File: config.mk
export PLATFORM = sky130hd
export DESIGN_NAME = lbh_device_flat
export DESIGN_NICKNAME = d
export VERILOG_FILES = /design/src/inc/lbh_pkg.sv /design/src/inc/lbh_if.sv /design/src/design/lbh_device.sv /design/src/flat_wrapper.sv
export VERILOG_INCLUDE_DIRS = /design/src /design/src/inc
export SDC_FILE = /design/constraint.sdc
export NUM_CORES = 1
export LEC_CHECK = 0
export ABC_AREA = 0
export BUFFER_PORTS_ARGS = -buffer_cell sky130_fd_sc_hd__buf_2
export CAP_MARGIN = 15
export CORE_MARGIN = 4
export CORE_UTILIZATION = 45
export DETAILED_ROUTE_END_ITERATION = 8
export MAX_ROUTING_LAYER = met4
export PLACE_DENSITY = 0.69
export SETUP_SLACK_MARGIN = 0.05
export SYNTH_ARGS = -nofsm -noshare
export SYNTH_HDL_FRONTEND = slang
export SYNTH_SLANG_ARGS = --single-unit
File: constraint.sdc
create_clock -name ref_clk -period 8.5 [get_ports ref_clk]
set_input_delay 0.85 -clock ref_clk [delete_from_list [all_inputs] [get_ports ref_clk]]
set_output_delay 0.85 -clock ref_clk [all_outputs]
set_load 0.01 [all_outputs]
File: src/inc/lbh_params.svh
// timing counts and field positions for the lane select and hold control
// assumes inclusion by bare name from package and design files
`ifndef LBH_PARAMS_SVH
`define LBH_PARAMS_SVH
`define LBH_LANES 4
`define LBH_SEL_IDLE 4'hf
`define LBH_CLK_NS 100
`define LBH_RST_MIN_CYC 41
`define LBH_BUF_DEPTH 2
`endif

File: src/inc/lbh_pkg.sv
// types shared by both ends of the local bus lane and hold link
// assumes lbh_params.svh sits on the include path
`default_nettype none
`include "lbh_params.svh"
package lbh_pkg;
   typedef logic [`LBH_LANES-1:0] lbh_sel_t;
   typedef logic [31:0] lbh_word_t;
   typedef enum logic [2:0] {
      LBH_IDLE, LBH_ADDR, LBH_DATA, LBH_WAIT, LBH_HELD
   } lbh_state_e;
   typedef struct packed {
      lbh_word_t addr;
      lbh_sel_t sel_n;
      logic write;
      logic cacheable;
      logic sync_acc;
   } lbh_req_s;
   // contiguous non-empty active-low lane pattern
   function automatic logic lbh_sel_ok(input lbh_sel_t s_n);
      logic [3:0] a;
      a = ~s_n;
      return (a == 4'h1) || (a == 4'h2) || (a == 4'h4) || (a == 4'h8) ||
         (a == 4'h3) || (a == 4'h6) || (a == 4'hc) || (a == 4'h7) ||
         (a == 4'he) || (a == 4'hf);
   endfunction
   // low address bits recovered from the lowest selected lane
   function automatic logic [1:0] lbh_low_addr(input lbh_sel_t s_n);
      return (!s_n[0]) ? 2'h0 : (!s_n[1]) ? 2'h1 : (!s_n[2]) ? 2'h2 : 2'h3;
   endfunction
endpackage
`default_nettype wire

File: src/inc/lbh_if.sv
// local bus pins between the processor end and the outside agent
// assumes the testbench resolves three-state lines from the enables
`timescale 1ns/1ps
`default_nettype none
interface lbh_if;
   logic [3:0] byte_lane_selects_n;
   logic byte_lane_selects_oe;
   logic [31:0] muxed_addr_data_o;
   logic muxed_addr_data_oe;
   logic [31:0] muxed_addr_data_ext;
   logic address_status_strobe_n;
   logic write_n_read;
   logic ready_n;
   logic cacheable;
   logic cacheable_oe;
   logic bus_request;
   logic bus_grant_out;
   logic bus_grant_oe;
   logic bad_access_in;
   logic message_or_irq0_input_n;
   modport dev (
      output byte_lane_selects_n, byte_lane_selects_oe, muxed_addr_data_o,
      output muxed_addr_data_oe, address_status_strobe_n, write_n_read,
      output cacheable, cacheable_oe, bus_grant_out, bus_grant_oe,
      input muxed_addr_data_ext, ready_n, bus_request, bad_access_in,
      input message_or_irq0_input_n
   );
   modport agt (
      input byte_lane_selects_n, byte_lane_selects_oe, muxed_addr_data_o,
      input muxed_addr_data_oe, address_status_strobe_n, write_n_read,
      input cacheable, cacheable_oe, bus_grant_out, bus_grant_oe,
      output muxed_addr_data_ext, ready_n, bus_request, bad_access_in,
      output message_or_irq0_input_n
   );
endinterface
`default_nettype wire

File: src/design/lbh_device.sv
// processor end: lane selects, hold arbitration, cache flag, reset strap
// assumes rst_n is held at least 41 clocks and released after an edge
`timescale 1ns/1ps
`default_nettype none
`include "lbh_params.svh"
// What this block does
// - four low-active lane selects, top is bits 31:24
// - address state selects give first word bytes
// - data state selects give next word bytes
// - outside treats early data-state selects undefined
// - selects latched, steady while ready absent
// - read selects mark exactly consumed bytes
// - selects contiguous, at least one asserted
// - outside decodes low address from selects
// - grant floats bus, asserts grant, held state
// - request removed: drop grant, idle or address
// - outside master waits for grant before driving
// - cacheable flag driven in address state
// - never cacheable on synchronous accesses
// - cacheable flag floats while bus idle
// - bad access after last ready is fatal
// - bad access sampled as boot strap in reset
// - reset clears logic, ignores most inputs
// - reset floats three-states, deasserts others
// - reset held at least 41 clocks
// - reset released just after clock edges
// - no ready in data state inserts wait
// - message input held high during reset
module lbh_device (
   // clock and reset
   input wire logic ref_clk,
   input wire logic rst_n,
   input wire logic clk_en,
   // link
   lbh_if.dev bus,
   // request stream in
   input wire logic req_valid,
   output logic req_ready,
   input wire lbh_pkg::lbh_req_s req_in,
   input wire logic [1:0] req_words,
   // status out
   output logic done_pulse,
   output logic bus_error_q,
   output logic boot_master_q,
   output logic irq0_strap_ok_q,
   output logic [31:0] read_data_q,
   output logic granted
);
   // two-entry buffer in the request path
   lbh_pkg::lbh_req_s buf_q [`LBH_BUF_DEPTH];
   logic [1:0] bw_q [`LBH_BUF_DEPTH];
   logic wp_q, wp_d, rp_q, rp_d;
   logic [1:0] cnt_q, cnt_d;
   logic pop;
   lbh_pkg::lbh_req_s cur_q, cur_d;
   logic [1:0] left_q, left_d;
   lbh_pkg::lbh_state_e st_q, st_d;
   logic err_pend_q, err_pend_d;
   logic err_d, boot_d, irq_d;
   logic [31:0] rd_d;
   logic rdy;

   assign req_ready = cnt_q != 2'h2;
   assign rdy = !bus.ready_n;
   // only take between transactions
   assign pop = (cnt_q != 2'h0) && !bus.bus_request &&
      ((st_q == lbh_pkg::LBH_IDLE) || (st_q == lbh_pkg::LBH_HELD));

   always_comb begin
      wp_d = wp_q;
      rp_d = rp_q;
      cnt_d = cnt_q;
      if (req_valid && req_ready) begin
         wp_d = ~wp_q;
         cnt_d = cnt_d + 2'h1;
      end
      if (pop) begin
         rp_d = ~rp_q;
         cnt_d = cnt_d - 2'h1;
      end
   end

   always_ff @(posedge ref_clk) begin
      if (clk_en && req_valid && req_ready) begin
         buf_q[wp_q] <= req_in;
         bw_q[wp_q] <= req_words;
      end
   end

   // ****************************************************
   // bus state
   // ****************************************************
   always_comb begin
      st_d = st_q;
      cur_d = cur_q;
      left_d = left_q;
      err_pend_d = 1'b0;
      err_d = bus_error_q;
      rd_d = read_data_q;
      done_pulse = 1'b0;
      if (err_pend_q && bus.bad_access_in) begin
         err_d = 1'b1;
      end
      unique case (st_q)
         lbh_pkg::LBH_IDLE, lbh_pkg::LBH_HELD: begin
            if (bus.bus_request) begin
               st_d = lbh_pkg::LBH_HELD;
            end else if (pop) begin
               cur_d = buf_q[rp_q];
               left_d = bw_q[rp_q];
               st_d = lbh_pkg::LBH_ADDR;
            end else begin
               st_d = lbh_pkg::LBH_IDLE;
            end
         end
         lbh_pkg::LBH_ADDR: st_d = lbh_pkg::LBH_DATA;
         lbh_pkg::LBH_DATA, lbh_pkg::LBH_WAIT: begin
            if (!rdy) begin
               st_d = lbh_pkg::LBH_WAIT;
            end else begin
               if (!cur_q.write) begin
                  // keep only the lanes that were selected
                  for (int i = 0; i < `LBH_LANES; i++) begin
                     if (!cur_q.sel_n[i]) begin
                        rd_d[i*8 +: 8] = bus.muxed_addr_data_ext[i*8 +: 8];
                     end
                  end
               end
               if (left_q == 2'h0) begin
                  st_d = lbh_pkg::LBH_IDLE;
                  err_pend_d = 1'b1;
                  done_pulse = 1'b1;
               end else begin
                  left_d = left_q - 2'h1;
                  st_d = lbh_pkg::LBH_DATA;
               end
            end
         end
      endcase
   end

   // strap and message input are the only link inputs looked at in reset
   always_comb begin
      boot_d = boot_master_q;
      irq_d = irq0_strap_ok_q;
      // the strap is only valid while reset is low
      if (!rst_n) begin
         boot_d = bus.bad_access_in;
         irq_d = bus.message_or_irq0_input_n;
      end
   end

   always_ff @(posedge ref_clk or negedge rst_n) begin
      if (!rst_n) begin
         wp_q <= 1'b0;
         rp_q <= 1'b0;
         cnt_q <= 2'h0;
         st_q <= lbh_pkg::LBH_IDLE;
         cur_q <= '0;
         left_q <= 2'h0;
         err_pend_q <= 1'b0;
         bus_error_q <= 1'b0;
         read_data_q <= 32'h0;
      end else if (clk_en) begin
         wp_q <= wp_d;
         rp_q <= rp_d;
         cnt_q <= cnt_d;
         st_q <= st_d;
         cur_q <= cur_d;
         left_q <= left_d;
         err_pend_q <= err_pend_d;
         bus_error_q <= err_d;
         read_data_q <= rd_d;
      end
   end

   // strap kept from the last edge seen while reset is low
   always_ff @(posedge ref_clk) begin
      if (clk_en) begin
         boot_master_q <= boot_d;
         irq0_strap_ok_q <= irq_d;
      end
   end

   // ****************************************************
   // pins
   // ****************************************************
   logic active;
   assign active = rst_n && (st_q != lbh_pkg::LBH_IDLE) &&
      (st_q != lbh_pkg::LBH_HELD);
   // latched selects, steady through waits
   assign bus.byte_lane_selects_n = active ? cur_q.sel_n
      : `LBH_SEL_IDLE;
   assign bus.byte_lane_selects_oe = active;
   assign bus.muxed_addr_data_o = (st_q == lbh_pkg::LBH_ADDR) ? cur_q.addr
      : 32'h0;
   assign bus.muxed_addr_data_oe = active &&
      ((st_q == lbh_pkg::LBH_ADDR) || cur_q.write);
   assign bus.address_status_strobe_n = !(rst_n &&
      (st_q == lbh_pkg::LBH_ADDR));
   assign bus.write_n_read = active && cur_q.write;
   assign bus.cacheable = (st_q == lbh_pkg::LBH_ADDR) &&
      cur_q.cacheable && !cur_q.sync_acc;
   assign bus.cacheable_oe = active;
   assign bus.bus_grant_out = rst_n && (st_q == lbh_pkg::LBH_HELD);
   assign bus.bus_grant_oe = rst_n;
   assign granted = bus.bus_grant_out;
endmodule // lbh_device
`default_nettype wire

File: src/flat_wrapper.sv
// flat-port wrapper written by rule: the top's interface ports become plain ports
module lbh_device_flat 
  (ref_clk, rst_n, clk_en, req_valid, req_ready, req_in, req_words, done_pulse, bus_error_q, boot_master_q, irq0_strap_ok_q, read_data_q, granted, bus_byte_lane_selects_n, bus_byte_lane_selects_oe, bus_muxed_addr_data_o, bus_muxed_addr_data_oe, bus_address_status_strobe_n, bus_write_n_read, bus_cacheable, bus_cacheable_oe, bus_bus_grant_out, bus_bus_grant_oe, bus_muxed_addr_data_ext, bus_ready_n, bus_bus_request, bus_bad_access_in, bus_message_or_irq0_input_n);
  lbh_if bus_i ();
  input wire logic ref_clk;
  input wire logic rst_n;
  input wire logic clk_en;
  input wire logic req_valid;
  output logic req_ready;
  input wire lbh_pkg::lbh_req_s req_in;
  input wire logic [1:0] req_words;
  output logic done_pulse;
  output logic bus_error_q;
  output logic boot_master_q;
  output logic irq0_strap_ok_q;
  output logic [31:0] read_data_q;
  output logic granted;
  output wire logic [$bits(bus_i.byte_lane_selects_n)-1:0] bus_byte_lane_selects_n;
  output wire logic [$bits(bus_i.byte_lane_selects_oe)-1:0] bus_byte_lane_selects_oe;
  output wire logic [$bits(bus_i.muxed_addr_data_o)-1:0] bus_muxed_addr_data_o;
  output wire logic [$bits(bus_i.muxed_addr_data_oe)-1:0] bus_muxed_addr_data_oe;
  output wire logic [$bits(bus_i.address_status_strobe_n)-1:0] bus_address_status_strobe_n;
  output wire logic [$bits(bus_i.write_n_read)-1:0] bus_write_n_read;
  output wire logic [$bits(bus_i.cacheable)-1:0] bus_cacheable;
  output wire logic [$bits(bus_i.cacheable_oe)-1:0] bus_cacheable_oe;
  output wire logic [$bits(bus_i.bus_grant_out)-1:0] bus_bus_grant_out;
  output wire logic [$bits(bus_i.bus_grant_oe)-1:0] bus_bus_grant_oe;
  input wire logic [$bits(bus_i.muxed_addr_data_ext)-1:0] bus_muxed_addr_data_ext;
  input wire logic [$bits(bus_i.ready_n)-1:0] bus_ready_n;
  input wire logic [$bits(bus_i.bus_request)-1:0] bus_bus_request;
  input wire logic [$bits(bus_i.bad_access_in)-1:0] bus_bad_access_in;
  input wire logic [$bits(bus_i.message_or_irq0_input_n)-1:0] bus_message_or_irq0_input_n;
  assign bus_byte_lane_selects_n = bus_i.byte_lane_selects_n;
  assign bus_byte_lane_selects_oe = bus_i.byte_lane_selects_oe;
  assign bus_muxed_addr_data_o = bus_i.muxed_addr_data_o;
  assign bus_muxed_addr_data_oe = bus_i.muxed_addr_data_oe;
  assign bus_address_status_strobe_n = bus_i.address_status_strobe_n;
  assign bus_write_n_read = bus_i.write_n_read;
  assign bus_cacheable = bus_i.cacheable;
  assign bus_cacheable_oe = bus_i.cacheable_oe;
  assign bus_bus_grant_out = bus_i.bus_grant_out;
  assign bus_bus_grant_oe = bus_i.bus_grant_oe;
  assign bus_i.muxed_addr_data_ext = bus_muxed_addr_data_ext;
  assign bus_i.ready_n = bus_ready_n;
  assign bus_i.bus_request = bus_bus_request;
  assign bus_i.bad_access_in = bus_bad_access_in;
  assign bus_i.message_or_irq0_input_n = bus_message_or_irq0_input_n;
  lbh_device u_core (.ref_clk(ref_clk), .rst_n(rst_n), .clk_en(clk_en), .bus(bus_i), .req_valid(req_valid), .req_ready(req_ready), .req_in(req_in), .req_words(req_words), .done_pulse(done_pulse), .bus_error_q(bus_error_q), .boot_master_q(boot_master_q), .irq0_strap_ok_q(irq0_strap_ok_q), .read_data_q(read_data_q), .granted(granted));
endmodule
==> results.sh <==
export IMPL_finalHoldViolations=0
export IMPL_p_per_area_nw_per_um2=333
export IMPL_multiInputGateArea_um2=1790
export IMPL_drt_pre_antenna_iters=4
export IMPL_stdcell_count=802
export IMPL_worstMarginPinSlew_ps=1030
export IMPL_swShare_pct=30.2
export IMPL_yosysSeqAreaShare_pct=70.6
export IMPL_synth_top_cell_area_share_pct=38.9
export IMPL_skew_ps=7.32
export IMPL_clockRootBuffer="clkbuf_16"
export IMPL_status="finished, final reports clean"
export IMPL_gp_congestion=0.758
export IMPL_crit_path_start_kind="primary input"
export IMPL_cts_setup_buffers=0
export IMPL_clk_pin_slew_ps=60
export IMPL_cp_cell_sequence="buf_4, buf_4, and3_1, buf_2"
export IMPL_syn_nets=528
export IMPL_viasPerCell=4.85
export IMPL_min_period_ps=3180
export IMPL_cts_buffer_depth=2
export IMPL_ff_latch_area_um2=4580
export IMPL_critPathTopFamily="buffers and inverters"
export IMPL_power_frac_clock_pct=28.5
export IMPL_drt_initial_drc_count=199
export IMPL_wl_um=12500
export IMPL_antennaDiodeCount=0
export IMPL_num_rows=43
export IMPL_cts_tree="yes"
export IMPL_h_tree_depth=4
export IMPL_ir_drop_v=0.000147
export IMPL_critPathBufInv=3
export IMPL_tns_ps=0
export IMPL_antenna_found_initial=0
export IMPL_die_y_um=128
export IMPL_hold_buffers=0
export IMPL_die_w_um=128
export IMPL_synth_yosys_warnings=0
export IMPL_track_usage_pct=16.4
export IMPL_io_pins=163
export IMPL_netlist_instances=444
export IMPL_crit_type="primary input to output port"
export IMPL_finalMaxSlewViolations=0
export IMPL_cp_required_ps=7650
export IMPL_dp_hpwl_um=8690
export IMPL_power_w=0.00269
export IMPL_grt_max_degree=81
export IMPL_core_area_um2=14000
export IMPL_insertion_delay_ps=420
export IMPL_fin_crit_sh_pct=37.4
export IMPL_final_antenna_net_count=0
export IMPL_rsz0062_at_grt="false"
export IMPL_die_area_um2=16400
export IMPL_layout_common_cells="buf_2, edfxtp_1, dfrtp_1"
export IMPL_synth_edf_count=84
export IMPL_power_internal_w=0.00188
export IMPL_syn_to_final_growth_pct=24.8
export IMPL_power_switching_w=0.000813
export IMPL_syn_area_per_cell_um2=14.6
export IMPL_seq_power_share_pct=45.3
export IMPL_fin_nets=693
export IMPL_grt_pass1_vias=3975
export IMPL_grt_overflow_total=0
export IMPL_arrival_ps=2330
export IMPL_fmax_mhz=314
export IMPL_setup_violations=0
export IMPL_start_util_pct=46.3
export IMPL_hold_path_class="primary input to async pin"
export IMPL_crit_slowest_cell="buf_4"
export IMPL_cts_sinks=166
export IMPL_netlist_area_um2=6480
export IMPL_synth_area_leaders="edfxtp_1, dfrtp_1, mux2i_1"
export IMPL_wire_per_inst_um=15.6
export IMPL_synth_cell_types=37
export IMPL_cts_buffers=17
export IMPL_relSlewSlack_pct=31.4
export IMPL_comb_power_share_pct=26.2
export IMPL_path_max_fanout=50
export IMPL_critPathMaxStageDelay_ps=590
export IMPL_nFillCells=1127
export IMPL_grt_first_pass_wirelength_um=20100
export IMPL_cp_end_kind="output port"
export IMPL_final_common_cell="buf_2"
export IMPL_synth_flop_cell="edfxtp_1"
export IMPL_crit_path_frequent_cell="buf_4"
export IMPL_async_flop_share_pct=49.4
export IMPL_ys_ff_latch=166
export IMPL_dr_total_vias=3891
export IMPL_synth_top_area_cell="edfxtp_1"
export IMPL_drc=0
export IMPL_dp_cells=770
export IMPL_drv_cap=0
export IMPL_cts_resized=0
export IMPL_drive_above_1_share_pct=39.5
export IMPL_leakage_nw=3.62
export IMPL_port_buffers=162
[cell families after synthesis]
kind of cell / synth area share (%)
fa+ha+maj: 0.579
xor+xnor: 0.540
simple gates: 9.30
flops: 70.6
compound gates: 4.73
buf+inv: 2.05
mux: 12.2
[worst register-to-register path, stage by stage, from the launching register on]
cell,delay (ps)
dfrtp_1,390
inv_1,100
ha_1,240
nor2b_1,250
nand2_1,170
nor2_4,470
buf_4,440
[registers in the layout (all words and copies together), names as in the netlist]
name                    cells
u_core.wp_q                 1
u_core.buf_q               78
u_core.st_q                 3
u_core.cnt_q                2
u_core.err_pend_q           1
u_core.read_data_q         32
u_core.boot_master_q        1
u_core.bw_q                 4
u_core.left_q               2
u_core.cur_q               39
u_core.bus_error_q          1
u_core.rp_q                 1
u_core.irq0_strap_ok_q      1
[routing by layer]
metal / vias up / part of all wire (%) / track usage [%]
met2: 138 / 48 / 26.2
met5: - / 0 / -
met3: 19 / 6.5 / 4.00
li1: 1911 / - / -
met4: 0 / 2.0 / 6.55
met1: 1823 / 43 / 20.4
[power by group through the flow]
| stage | Combinational [W] | Sequential [W] | Clock [W] |
|---|---|---|---|
| after floorplan | 0.000448 | 0.00124 | 0 |
| after global placement | 0.000700 | 0.00122 | 0 |
| after detailed placement | 0.000722 | 0.00124 | 0 |
| after CTS | 0.000724 | 0.00122 | 0.000787 |
| after global routing | 0.000790 | 0.00125 | 0.000827 |
| final | 0.000706 | 0.00122 | 0.000767 |
[cell usage after synthesis, drive strengths merged, types with 2 or more instances]
cell type,instances
o21ai,43
nor2,9
buf,7
inv,11
a21oi,6
ha,3
nor3,2
mux2i,41
edfxtp,84
or2,4
a31oi,2
dfrtp,82
nand2,46
xnor2,4
nor2b,2
mux2,34
clkbuf,14
and3,2
and2,33
nand2b,2
nor3b,2
[per-stage QoR]
stage | worst slack, ps | hold slack [ps] | cell area, um2 | util, %
detailed placement | 5250 | 463 | 7490 | 53.5
CTS | 5250 | 400 | 8090 | 57.8
global placement | 5320 | 456 | 7490 | 53.5
finish | 5320 | 390 | 8090 | 57.8
floorplan | 5040 | 442 | 6480 | -
global route | 5060 | 431 | 8090 | 57.8
[cell type report]
class	instances	area share, %
clock buffers	17	5.26
clock inverters	15	2.17
inverters	11	0.511
multi-input cells	246	22.2
flip-flops and latches	166	56.6
well taps	180	2.78
repair buffers	167	10.5
[path summary, 6_finish.rpt]
kind / from / end / slack (ps) / depth (start not counted)
worst max-delay path: rst_n / bus_bus_grant_out / 5320 / 4
max in group asynchronous: rst_n / u_core.read_data_q[30]$_DFFE_PN0P_ / 7090 / 2
min in group ref_clk: u_core.cur_q[22]$_DFFE_PN0P_ / u_core.cur_q[22]$_DFFE_PN0P_ / 470 / 2
worst max register to register: u_core.cnt_q[0]$_DFFE_PN0P_ / u_core.buf_q[0][27]$_DFFE_PP_ / 6100 / 6
worst min-delay path: rst_n / u_core.read_data_q[26]$_DFFE_PN0P_ / 390 / 1
worst min register to register: u_core.cur_q[22]$_DFFE_PN0P_ / u_core.cur_q[22]$_DFFE_PN0P_ / 470 / 2
Note: power is estimated with default switching activity, not from simulation.
